$ cat src/verilog/mcvh_pkg.sv
// Shared constants for the measurement channel value handler
package mcvh_pkg;

    // Register port geometry
    localparam int ADDR_W = 4;
    localparam int DATA_W = 32;

    // Register indices on the plain register port
    localparam logic [3:0] REG_CTRL = 4'h0;
    localparam logic [3:0] REG_LFD_DELAY = 4'h1;
    localparam logic [3:0] REG_LIM_LOW = 4'h2;
    localparam logic [3:0] REG_RNG_START = 4'h3;
    localparam logic [3:0] REG_RNG_END = 4'h4;
    localparam logic [3:0] REG_LIM_HIGH = 4'h5;
    localparam logic [3:0] REG_SIM_VALUE = 4'h6;
    localparam logic [3:0] REG_SUB_VALUE = 4'h7;
    localparam logic [3:0] REG_LEAD_RES = 4'h8;
    localparam logic [3:0] REG_PHYS_BEGIN = 4'h9;
    localparam logic [3:0] REG_PHYS_GAIN = 4'ha;
    localparam logic [3:0] REG_STATUS = 4'hb;
    localparam logic [3:0] REG_VALUE = 4'hc;

    // Control register field positions
    localparam int CTRL_SIM_BIT = 0;
    localparam int CTRL_ERR_LSB = 1;
    localparam int CTRL_ERR_MSB = 2;
    localparam int CTRL_LFD_BIT = 3;
    localparam int CTRL_WIRE_LSB = 4;
    localparam int CTRL_WIRE_MSB = 5;
    localparam int CTRL_SIM_INV_BIT = 6;
    localparam int CTRL_W = 7;

    // Field widths
    localparam int RES_W = 20;      // Resistance in units of 0.01 ohm
    localparam int FRAC_W = 18;     // Signed fraction of range, 1.0 = 2**FRAC_BITS
    localparam int FRAC_BITS = 16;
    localparam int GAIN_W = 26;     // Fraction per 0.01 ohm, scaled by 2**GAIN_BITS
    localparam int GAIN_BITS = 24;
    localparam int PTS_W = 16;
    localparam int CNT_W = 8;

    // Reset values
    localparam logic [CTRL_W-1:0] CTRL_RST = 7'h08;
    localparam logic [CNT_W-1:0] LFD_DELAY_RST = 8'h0a;
    localparam logic [PTS_W-1:0] LIM_LOW_RST = 16'h0000;
    localparam logic [PTS_W-1:0] RNG_START_RST = 16'h2710;
    localparam logic [PTS_W-1:0] RNG_END_RST = 16'hc350;
    localparam logic [PTS_W-1:0] LIM_HIGH_RST = 16'hea60;
    localparam logic [RES_W-1:0] PHYS_BEGIN_RST = 20'h00000;
    localparam logic [GAIN_W-1:0] PHYS_GAIN_RST = 26'h1a36e2f;

    // Line fault thresholds in 0.01 ohm: open above 1 kohm, short below 10 ohm
    localparam logic [RES_W-1:0] OPEN_RES = 20'h186a0;
    localparam logic [RES_W-1:0] SHORT_RES = 20'h003e8;

    // Status nibble is carried only when scaling lies inside this window
    localparam logic [PTS_W-1:0] STAT_WIN_LOW = 16'h2710;
    localparam logic [PTS_W-1:0] STAT_WIN_HIGH = 16'hc350;
    localparam int STAT_LF_BIT = 1;

    // Fraction saturation bounds
    localparam logic signed [FRAC_W-1:0] FRAC_MAX = 18'sh1ffff;
    localparam logic signed [FRAC_W-1:0] FRAC_MIN = -18'sh20000;

    // Error strategy
    typedef enum logic [1:0] {ERR_CURRENT, ERR_SUBST, ERR_HOLD} mcvh_err_type;

    // Sensor wiring method
    typedef enum logic [1:0] {WIRE_2, WIRE_3, WIRE_4} mcvh_wire_type;

endpackage

$ cat src/verilog/mcvh_channel.sv
// Our own choices: the plain strobed port and the address map.
`timescale 1ns/1ps
`default_nettype none

module mcvh_channel (
    input wire logic i_clk_sys,
    input wire logic i_rst_n,
    // Register port
    input wire logic [mcvh_pkg::ADDR_W-1:0] i_addr,
    input wire logic [mcvh_pkg::DATA_W-1:0] i_wdata,
    input wire logic i_wr,
    input wire logic i_rd,
    output logic [mcvh_pkg::DATA_W-1:0] o_rdata,
    // Module-wide active setting
    input wire logic i_module_active,
    // One pulse per measuring cycle with the sensed resistance
    input wire logic i_meas_valid,
    input wire logic [mcvh_pkg::RES_W-1:0] i_meas_res,
    // Value toward the com unit
    output logic o_value_valid,
    output logic [mcvh_pkg::PTS_W-1:0] o_value,
    output logic o_invalid,
    output logic o_line_fault,
    output logic o_channel_active
);
    import mcvh_pkg::*;

    // Configuration registers
    logic [CTRL_W-1:0] ctrl;
    logic [CNT_W-1:0] lfd_delay;
    logic [PTS_W-1:0] lim_low;
    logic [PTS_W-1:0] rng_start;
    logic [PTS_W-1:0] rng_end;
    logic [PTS_W-1:0] lim_high;
    logic [FRAC_W-1:0] sim_value;
    logic [FRAC_W-1:0] sub_value;
    logic [RES_W-1:0] lead_res;
    logic [RES_W-1:0] phys_begin;
    logic [GAIN_W-1:0] phys_gain;

    // Channel state
    logic fault_pending;            // Line fault seen, debounce not done
    logic [CNT_W-1:0] clean_cnt;    // Fault-free cycles since last fault, counted while pending
    logic [PTS_W-1:0] last_good;    // Last valid field value in points

    // Decoded control fields
    logic sim_mode;
    logic sim_invalid;
    logic lfd_en;
    mcvh_err_type err_mode;
    mcvh_wire_type wire_mode;

    // Combinational results of this measuring cycle
    logic [RES_W-1:0] res_comp;
    logic fault_now;
    logic err_active;
    logic signed [FRAC_W-1:0] field_frac;
    logic [PTS_W-1:0] field_pts;
    logic [PTS_W-1:0] next_pts;
    logic next_invalid;
    logic next_pending;
    logic [CNT_W-1:0] next_cnt;
    logic [PTS_W-1:0] next_word;
    logic stat_on;

    // Maps a signed range fraction to clamped points
    function automatic logic [PTS_W-1:0] to_points(input logic signed [FRAC_W-1:0] frac);
        logic signed [PTS_W:0] span;
        logic signed [FRAC_W+PTS_W:0] prod;
        logic signed [PTS_W+3:0] pts;
        span = $signed({1'b0, rng_end}) - $signed({1'b0, rng_start});
        prod = frac * span;
        pts = (PTS_W+4)'(prod >>> FRAC_BITS) + $signed({4'h0, rng_start});
        if (pts < $signed({4'h0, lim_low})) begin
            to_points = lim_low;
        end else if (pts > $signed({4'h0, lim_high})) begin
            to_points = lim_high;
        end else begin
            to_points = pts[PTS_W-1:0];
        end
    endfunction

    // Control field decode
    always_comb begin
        sim_mode = ctrl[CTRL_SIM_BIT];
        sim_invalid = ctrl[CTRL_SIM_INV_BIT];
        lfd_en = ctrl[CTRL_LFD_BIT];
        err_mode = mcvh_err_type'(ctrl[CTRL_ERR_MSB:CTRL_ERR_LSB]);
        wire_mode = mcvh_wire_type'(ctrl[CTRL_WIRE_MSB:CTRL_WIRE_LSB]);
    end

    // Wiring compensation and line fault detection
    always_comb begin
        // Lead resistance is removed only in 2-wire, saturating at zero
        if (wire_mode == WIRE_2 && i_meas_res > lead_res) begin
            res_comp = i_meas_res - lead_res;
        end else if (wire_mode == WIRE_2) begin
            res_comp = '0;
        end else begin
            res_comp = i_meas_res;
        end
        // Thresholds judge the raw measured resistance, before lead removal
        fault_now = lfd_en && (i_meas_res > OPEN_RES || i_meas_res < SHORT_RES);
    end

    // Resistance to range fraction, saturated
    always_comb begin
        logic signed [RES_W:0] diff;
        logic signed [RES_W+GAIN_W+1:0] prod;
        logic signed [RES_W+GAIN_W+1:0] frac_full;
        diff = $signed({1'b0, res_comp}) - $signed({1'b0, phys_begin});
        prod = diff * $signed({1'b0, phys_gain});
        frac_full = prod >>> GAIN_BITS;
        if (frac_full > (RES_W+GAIN_W+2)'(FRAC_MAX)) begin
            field_frac = FRAC_MAX;
        end else if (frac_full < (RES_W+GAIN_W+2)'(FRAC_MIN)) begin
            field_frac = FRAC_MIN;
        end else begin
            field_frac = frac_full[FRAC_W-1:0];
        end
        field_pts = to_points(field_frac);
    end

    // Debounce of line faults
    always_comb begin
        next_pending = fault_pending;
        next_cnt = clean_cnt;
        if (!lfd_en) begin
            // No debounce applies with the check switched off
            next_pending = 1'b0;
            next_cnt = '0;
        end else if (fault_now) begin
            // Any fault starts or restarts the fault-free count
            next_pending = 1'b1;
            next_cnt = '0;
        end else if (fault_pending) begin
            if (clean_cnt + 8'h01 >= lfd_delay) begin
                next_pending = 1'b0;
                next_cnt = '0;
            end else begin
                next_cnt = clean_cnt + 8'h01;
            end
        end
        err_active = fault_now || fault_pending;
    end

    // Value selection by operating mode and error strategy
    always_comb begin
        next_pts = field_pts;
        next_invalid = 1'b0;
        if (sim_mode) begin
            next_pts = to_points($signed(sim_value));
            next_invalid = sim_invalid;
        end else if (err_active) begin
            unique case (err_mode)
                ERR_CURRENT: begin
                    next_pts = field_pts;
                    next_invalid = 1'b0;
                end
                ERR_SUBST: begin
                    next_pts = to_points($signed(sub_value));
                    next_invalid = 1'b1;
                end
                ERR_HOLD: begin
                    next_pts = last_good;
                    next_invalid = 1'b1;
                end
                default: begin
                    // Unused code behaves as substitute
                    next_pts = to_points($signed(sub_value));
                    next_invalid = 1'b1;
                end
            endcase
        end
    end

    // Status nibble insertion
    always_comb begin
        stat_on = rng_start >= STAT_WIN_LOW && rng_end <= STAT_WIN_HIGH;
        next_word = next_pts;
        if (stat_on) begin
            next_word[3:0] = '0;
            next_word[STAT_LF_BIT] = err_active;
        end
    end

    // Debounce state, stepped once per measuring cycle
    always_ff @(posedge i_clk_sys) begin
        if (!i_rst_n) begin
            fault_pending <= 1'b0;
            clean_cnt <= '0;
        end else if (i_meas_valid && i_module_active) begin
            fault_pending <= next_pending;
            clean_cnt <= next_cnt;
        end else if (!lfd_en) begin
            // Dropping the check clears any debounce at once
            fault_pending <= 1'b0;
            clean_cnt <= '0;
        end
    end

    // Last valid field value for the hold strategy
    always_ff @(posedge i_clk_sys) begin
        if (!i_rst_n) begin
            last_good <= RNG_START_RST;
        end else if (i_meas_valid && i_module_active && !err_active) begin
            last_good <= field_pts;
        end
    end

    // Output value toward the com unit
    always_ff @(posedge i_clk_sys) begin
        if (!i_rst_n) begin
            o_value_valid <= 1'b0;
            o_value <= '0;
            o_invalid <= 1'b0;
            o_line_fault <= 1'b0;
        end else begin
            // Inactive channel forwards nothing
            o_value_valid <= i_meas_valid && i_module_active;
            if (i_meas_valid && i_module_active) begin
                o_value <= next_word;
                o_invalid <= next_invalid;
                o_line_fault <= err_active;
            end
        end
    end

    // Channel active mirrors the module-wide setting
    always_ff @(posedge i_clk_sys) begin
        if (!i_rst_n) begin
            o_channel_active <= 1'b0;
        end else begin
            o_channel_active <= i_module_active;
        end
    end

    // Register writes
    always_ff @(posedge i_clk_sys) begin
        if (!i_rst_n) begin
            ctrl <= CTRL_RST;
            lfd_delay <= LFD_DELAY_RST;
            lim_low <= LIM_LOW_RST;
            rng_start <= RNG_START_RST;
            rng_end <= RNG_END_RST;
            lim_high <= LIM_HIGH_RST;
            sim_value <= '0;
            sub_value <= '0;
            lead_res <= '0;
            phys_begin <= PHYS_BEGIN_RST;
            phys_gain <= PHYS_GAIN_RST;
        end else if (i_wr) begin
            unique case (i_addr)
                REG_CTRL: ctrl <= i_wdata[CTRL_W-1:0];
                REG_LFD_DELAY: lfd_delay <= i_wdata[CNT_W-1:0];
                REG_LIM_LOW: lim_low <= i_wdata[PTS_W-1:0];
                REG_RNG_START: rng_start <= i_wdata[PTS_W-1:0];
                REG_RNG_END: rng_end <= i_wdata[PTS_W-1:0];
                REG_LIM_HIGH: lim_high <= i_wdata[PTS_W-1:0];
                REG_SIM_VALUE: sim_value <= i_wdata[FRAC_W-1:0];
                REG_SUB_VALUE: sub_value <= i_wdata[FRAC_W-1:0];
                REG_LEAD_RES: lead_res <= i_wdata[RES_W-1:0];
                REG_PHYS_BEGIN: phys_begin <= i_wdata[RES_W-1:0];
                REG_PHYS_GAIN: phys_gain <= i_wdata[GAIN_W-1:0];
                // Read-only and unmapped writes are ignored
                default: begin
                end
            endcase
        end
    end

    // Register reads, data one cycle after the strobe
    always_ff @(posedge i_clk_sys) begin
        if (!i_rst_n) begin
            o_rdata <= '0;
        end else if (i_rd) begin
            unique case (i_addr)
                REG_CTRL: o_rdata <= DATA_W'(ctrl);
                REG_LFD_DELAY: o_rdata <= DATA_W'(lfd_delay);
                REG_LIM_LOW: o_rdata <= DATA_W'(lim_low);
                REG_RNG_START: o_rdata <= DATA_W'(rng_start);
                REG_RNG_END: o_rdata <= DATA_W'(rng_end);
                REG_LIM_HIGH: o_rdata <= DATA_W'(lim_high);
                REG_SIM_VALUE: o_rdata <= DATA_W'(sim_value);
                REG_SUB_VALUE: o_rdata <= DATA_W'(sub_value);
                REG_LEAD_RES: o_rdata <= DATA_W'(lead_res);
                REG_PHYS_BEGIN: o_rdata <= DATA_W'(phys_begin);
                REG_PHYS_GAIN: o_rdata <= DATA_W'(phys_gain);
                // Live channel state
                REG_STATUS: o_rdata <= {16'h0000, clean_cnt, 4'h0,
                    o_channel_active, o_invalid, o_line_fault, fault_pending};
                REG_VALUE: o_rdata <= DATA_W'(o_value);
                // Unmapped addresses read zero
                default: o_rdata <= '0;
            endcase
        end else begin
            o_rdata <= '0;
        end
    end

endmodule // mcvh_channel

`default_nettype wire

$ cat config.mk
export PLATFORM = sky130hd
export DESIGN_NAME = mcvh_channel
export DESIGN_NICKNAME = d
export VERILOG_FILES = /design/src/verilog/mcvh_pkg.sv /design/src/verilog/mcvh_channel.sv
export SDC_FILE = /design/constraint.sdc
export NUM_CORES = 2
export LEC_CHECK = 0
export BUFFER_PORTS_ARGS = -buffer_cell sky130_fd_sc_hd__buf_4
export CORE_MARGIN = 2
export CORE_UTILIZATION = 36
export CTS_CLUSTER_DIAMETER = 60
export DETAILED_ROUTE_END_ITERATION = 10
export PLACE_DENSITY = 0.57
export RECOVER_POWER = 100
export SKIP_CTS_REPAIR_TIMING = 1
export SYNTH_ARGS = -nofsm -noshare
export SYNTH_HDL_FRONTEND = slang
export SYNTH_SLANG_ARGS = --single-unit
$ cat constraint.sdc
create_clock -name i_clk_sys -period 35.5 [get_ports i_clk_sys]
set_input_delay 5.325 -clock i_clk_sys [delete_from_list [all_inputs] [get_ports i_clk_sys]]
set_output_delay 5.325 -clock i_clk_sys [all_outputs]
set_load 0.005 [all_outputs]
* Yosys cells after proc, flatten, opt, wreduce, memory -nomap -nowiden
Index checks and enable logic that the tools add are counted.
** Word-level totals
- Register bits :: 258
- Input port bits :: 62
- Word-level logic and storage cells :: 114
** Operators by class
- Add/subtract/negate cells :: 7
- Multipliers :: 4
- $lt $le $gt $ge :: 14
- Equality and inequality tests :: 15
- Mux-type cells :: 30
- Reductions and logical operators :: 24
** Operator list (number)
- 26-bit case mux with 13 select lines :: 1
- 16-bit two-way mux :: 8
- 18-bit by 17-bit multiplier with 35-bit output :: 3
- 19-bit by 17-bit adder with 20-bit output :: 3
- 20-bit by 17-bit greater-than comparator with 1-bit output :: 3
- 20-bit by 17-bit less-than comparator with 1-bit output :: 3
- 21-bit by 27-bit multiplier with 48-bit output :: 1
- 8-bit two-way mux :: 6
- 20-bit two-way mux :: 2
- 18-bit two-way mux :: 2
- 16-bit case mux with 2 select lines :: 1
- 2-bit AND reduction :: 13
- 24-bit by 18-bit greater-than comparator with 1-bit output, second input constant :: 1
- 24-bit by 18-bit less-than comparator with 1-bit output, second input constant :: 1
- 20-bit by 20-bit subtractor with 21-bit output :: 1
- 4-bit equality test, second input constant :: 5
- 20-bit by 17-bit greater-than comparator with 1-bit output, second input constant :: 1
- 20-bit greater-than comparator :: 1
- 20-bit by 10-bit less-than comparator with 1-bit output, second input constant :: 1
- 20-bit subtractor :: 1
- 16-bit by 16-bit subtractor with 17-bit output :: 1
- 4-bit by 3-bit equality test with 1-bit output, second input constant :: 4
- 16-bit by 14-bit >= comparator with 1-bit output, second input constant :: 1
- 16-bit <= comparator, second input constant :: 1
- 14 further kinds :: 29

* Logic depth before layout (Yosys ltp)
- Word-level depth :: 17
- Mapped depth :: 116

* Worst setup path before layout
Ideal clock, no wire load.
- Kind :: input -> register
- Start :: in i_meas_res[0] (netlist bit)
- End :: reg o_value[14] (netlist bit)
- Library setup time :: 115 ps
- Data arrival time :: 27574 ps
- Slack :: 7811 ps
- Stages :: 106
- Buffers on the path :: 6
- Cells stage by stage :: inv_1 ha_1 inv_1 fa_1 a21o_1 a21oi_1 o21ai_0 a21oi_1 o21ai_0 a21oi_1 o21ai_0 a21oi_1 o21ai_0 a21oi_1 o21a_1 o21bai_1 a21oi_1 o21ai_0 [... 70 more ...] or2_2 a21oi_1 a21oi_1 a21oi_1 nor2b_1 nor3_1 nor2_1 ha_1 nand4_1 or3_1 o221ai_1 o21a_1 a32o_1 a31oi_1 clkbuf_1 or3_1 o2111a_1 o21a_1
** Between the ends
- Word-level cells in the longest chain between the ends :: 16
** Ends and longest elaborated chain
- start, declared :: line mcvh_channel.sv:18 : input wire logic [mcvh_pkg::RES_W-1:0] i_meas_res,
- 20-bit greater-than comparator :: line mcvh_channel.sv:95 : if (wire_mode == WIRE_2 && i_meas_res > lead_res) begin
- 1-bit logical AND :: line mcvh_channel.sv:95
- 20-bit two-way mux :: line mcvh_channel.sv:95
- 20-bit by 20-bit subtractor with 21-bit output :: line mcvh_channel.sv:111 : diff = $signed({1'b0, res_comp}) - $signed({1'b0, phys_begin});
- 21-bit by 27-bit multiplier with 48-bit output :: line mcvh_channel.sv:112 : prod = diff * $signed({1'b0, phys_gain});
- 24-bit by 18-bit less-than comparator with 1-bit output :: line mcvh_channel.sv:116 : end else if (frac_full < (RES_W+GAIN_W+2)'(FRAC_MIN)) begin
- 18-bit two-way mux :: line mcvh_channel.sv:116
- 18-bit two-way mux :: line mcvh_channel.sv:114 : if (frac_full > (RES_W+GAIN_W+2)'(FRAC_MAX)) begin
- 18-bit by 17-bit multiplier with 35-bit output :: line mcvh_channel.sv:72 : prod = frac * span;
- 19-bit by 17-bit adder with 20-bit output :: line mcvh_channel.sv:73 : pts = (PTS_W+4)'(prod >>> FRAC_BITS) + $signed({4'h0, rng_start});
- 20-bit by 17-bit greater-than comparator with 1-bit output :: line mcvh_channel.sv:76 : end else if (pts > $signed({4'h0, lim_high})) begin
- 16-bit two-way mux :: line mcvh_channel.sv:76
- 16-bit two-way mux :: line mcvh_channel.sv:74 : if (pts < $signed({4'h0, lim_low})) begin
- 16-bit case mux with 2 select lines :: line mcvh_channel.sv:155 : unique case (err_mode)
- 16-bit two-way mux * :: line mcvh_channel.sv:154 : end else if (err_active) begin
- 16-bit two-way mux * :: line mcvh_channel.sv:151 : if (sim_mode) begin
- end signal, assigned :: line mcvh_channel.sv:222 : o_value <= next_word;
- end, declared :: line mcvh_channel.sv:21 : output logic [mcvh_pkg::PTS_W-1:0] o_value,
Every way passes the cells marked *; elsewhere a longest branch is shown, timed or not.
A chain may end at the register's enable or synchronous reset.

* Worst setup path after layout
- Start :: in i_meas_res[0] (netlist bit)
- End :: reg o_value[5] (netlist bit)
The elaborated chain is that of the path after synthesis.

==> flow_metrics.py <==
metrics = {
    "outcome": {
        "status": "finished with violations",
        "violations": "capacitance limit, slew limit",
    },
    "setup_path": {
        "crit_path_end_kind": "flop",
        "crit_end": "o_value[5]$_SDFFE_PN0P_",
        "reg2reg_from": "lead_res[0]$_SDFFE_PN0P_",
        "cpPeakStageDelay_ps": 910,
        "worst_r2r_path_depth": 99,
        "cpMostUsedCell": "fa_1",
        "worstSetupPathType": "in -> reg",
        "path_max_fanout": 29,
        "r2r-end": "o_value[5]$_SDFFE_PN0P_",
        "arrival_ps": 33130,
        "worst_ep_required_time_ps": 36050,
        "critPathSlowestCell": "a21oi_1",
        "r2r_slack_ps": 7410,
        "startpoint": "i_meas_res[0]",
        "startpoint_type": "input port",
    },
    "synth": {
        "ys_warn_count": 0,
        "synthDistinctLibCells": 102,
        "syn-cell-area_mm2": 0.0698,
        "synth_edf_count": 0,
        "synth_top_area_share_pct": 39.9,
        "yosys_most_used_dff": "dfxtp_1",
        "avgSynthCellArea_um2": 8.49,
        "synth-seq-cells": 252,
        "synth.area.top_cells": "fa_1, ha_1, inv_1",
        "synthArstFlopShare_pct": 0,
        "synthCells": 8221,
        "yosysTopAreaCell": "fa_1",
        "ys_seq_area_share_pct": 7.23,
    },
    "sta": {
        "worst_pin_slew_ps": 3940,
        "max_slew_margin_pct": -163,
        "drv_slew": 225,
        "fin_crit_ps": 32580,
        "setup_viol_count_final": 0,
        "clock.fmax_mhz": 30.7,
        "hold_violations": 0,
        "period_share_pct": 91.8,
        "fin_worst_skew_ps": 28.7,
        "rsz0062_at_grt": "no",
        "finalSetupTns_ps": 0,
    },
    "clocking": {
        "cts_tree": "yes",
        "clock_latency_ps": 610,
        "clk_path_buf_depth": 3,
        "clkTransAtPathRegs_ps": 70,
        "h-tree-depth": 1,
        "numCtsBuffers": 29,
        "cts.sinks": 252,
        "cts_root_buffer": "clkbuf_16",
    },
    "floorplanning": {
        "core_mm2": 0.193,
        "fp.dieH_um": 444,
        "die_w_um": 444,
        "start_util_pct": 36.2,
        "die-area_mm2": 0.197,
        "fp-row-count": 161,
        "pin_count": 114,
    },
    "routing": {
        "vias": 56700,
        "ant_nets": 0,
        "dr.pass1.iters": 6,
        "drt-initial-drc-count": 4583,
        "wl_um": 229000,
        "vias_per_cell": 5.34,
        "drc": 0,
        "wl_per_cell_um": 21.6,
    },
    "global_route": {
        "grt_max_degree": 83,
        "grt_pass1_vias": 59900,
        "grt_pass1_wl_um": 358000,
        "antenna_found_initial": 9,
        "grt_usage_pct": 23.4,
        "overflow": 0,
    },
    "hold_path": {
        "hold_start": "sub_value[8]$_SDFFE_PN0P_",
        "hold_class": "reg -> reg",
    },
    "flow_run": {
        "maxCapViolations": 5,
    },
    "placed_design": {
        "dp_hpwl_um": 179000,
        "gp_congestion": 0.931,
        "io_buffers": 101,
    },
    "finish": {
        "drive_gt1_share_pct": 4.70,
        "nFillCells": 19800,
        "area_growth_pct": 6.50,
        "final_common_cell": "inv_1",
        "final_nets": 10200,
        "most-common-layout-cells": "inv_1, fa_1, nand2_1, ha_1, a21oi_1",
    },
}
per-layer routing:
metal  up-vias  track usage, %  routed length (um)
li1      25200               -                   -
met1     29000            30.3               93200
met2      2024            40.0              110000
met3       483            2.69               14800
met4         2            9.10               11000
met5         -               0                  12
how the worst min path moves through the flow:
stage	slack, ps	to	cells past startpoint
final	460	sub_value[8]$_SDFFE_PN0P_	2
after CTS	460	sub_value[8]$_SDFFE_PN0P_	2
after global routing	490	lead_res[16]$_SDFFE_PN0P_	2
after detailed placement	450	sub_value[8]$_SDFFE_PN0P_	2
after floorplan	440	last_good[12]$_SDFFE_PN0P_	2
after global placement	450	sub_value[8]$_SDFFE_PN0P_	2
registers in the layout, summed over array words and instances (netlist names), 18 cells and up:
register	count
lead_res	20
o_rdata	26
phys_begin	20
phys_gain	26
sim_value	18
sub_value	18
final cells by class:
class | count | area [um2] | area share [%]
antenna | 2 | 5.00 | 0.00673
timing repair buffer | 235 | 1700 | 2.29
tap | 2526 | 3160 | 4.25
clock buffer | 36 | 792 | 1.07
clock inverter | 18 | 213 | 0.286
multi-input combinational | 5889 | 57200 | 76.9
inverter | 1660 | 6230 | 8.38
sequential | 252 | 5050 | 6.79
critical path: cells and delay by family:
family	cells	cell delay (ps)
compound gates	52	13440
xor+xnor	2	590
fa+ha+maj	20	8520
buf+inv	14	2140
simple gates	13	3050
cell families (layout without fill, tap and decap cells):
family,Yosys count,after routing,share of synthesized area [%]
DFF,252,252,7.23
other,1,8,0.00537
and+or+nand+nor,2557,2557,16.9
xor gates and xnor gates,164,164,2.11
muxes,36,36,0.536
buffers and inverters,2085,1949,11.3
AOI/OAI and AO/OA,1096,1096,10.6
adders and majority gates,2030,2030,51.3
metrics by stage:
stage / hold slack (ps) / instances / utilization [%] / area (um2) / worst slack (ps)
after floorplan: 436 / 8226 / - / 69800 / 7810
after global routing: 485 / 10600 / 38.6 / 74300 / 882
after global placement: 445 / 10600 / 38.1 / 73400 / 3320
final: 459 / 10600 / 38.6 / 74300 / 2920
after detailed placement: 448 / 10600 / 38.1 / 73400 / 3140
after CTS: 457 / 10600 / 38.6 / 74400 / 3690
cells in the mapped netlist, drive strengths merged, types with 10 or more instances:
library cell	number
ha	640
a31o	11
o21a	48
a21o	96
nor2	340
or4	15
mux2	11
o21ai	153
clkbuf	394
nand4	48
nand3	72
o2111ai	16
a222oi	13
fa	1390
o211ai	31
a221o	13
xor2	44
a22o	49
nor4	15
and3	42
a221oi	52
buf	31
mux2i	25
o31ai	20
a211o	10
nand2b	140
nand2	1302
xnor2	120
o21bai	21
o221ai	10
and2	326
dfxtp	252
a22oi	20
nor3	69
a21oi	377
a211oi	11
or2	20
inv	1659
or3	32
a31oi	36
nor2b	109
a21boi	32
Power is not shown: default switching activity piles up to over one toggle a cycle in this logic, so the estimate is an artifact.
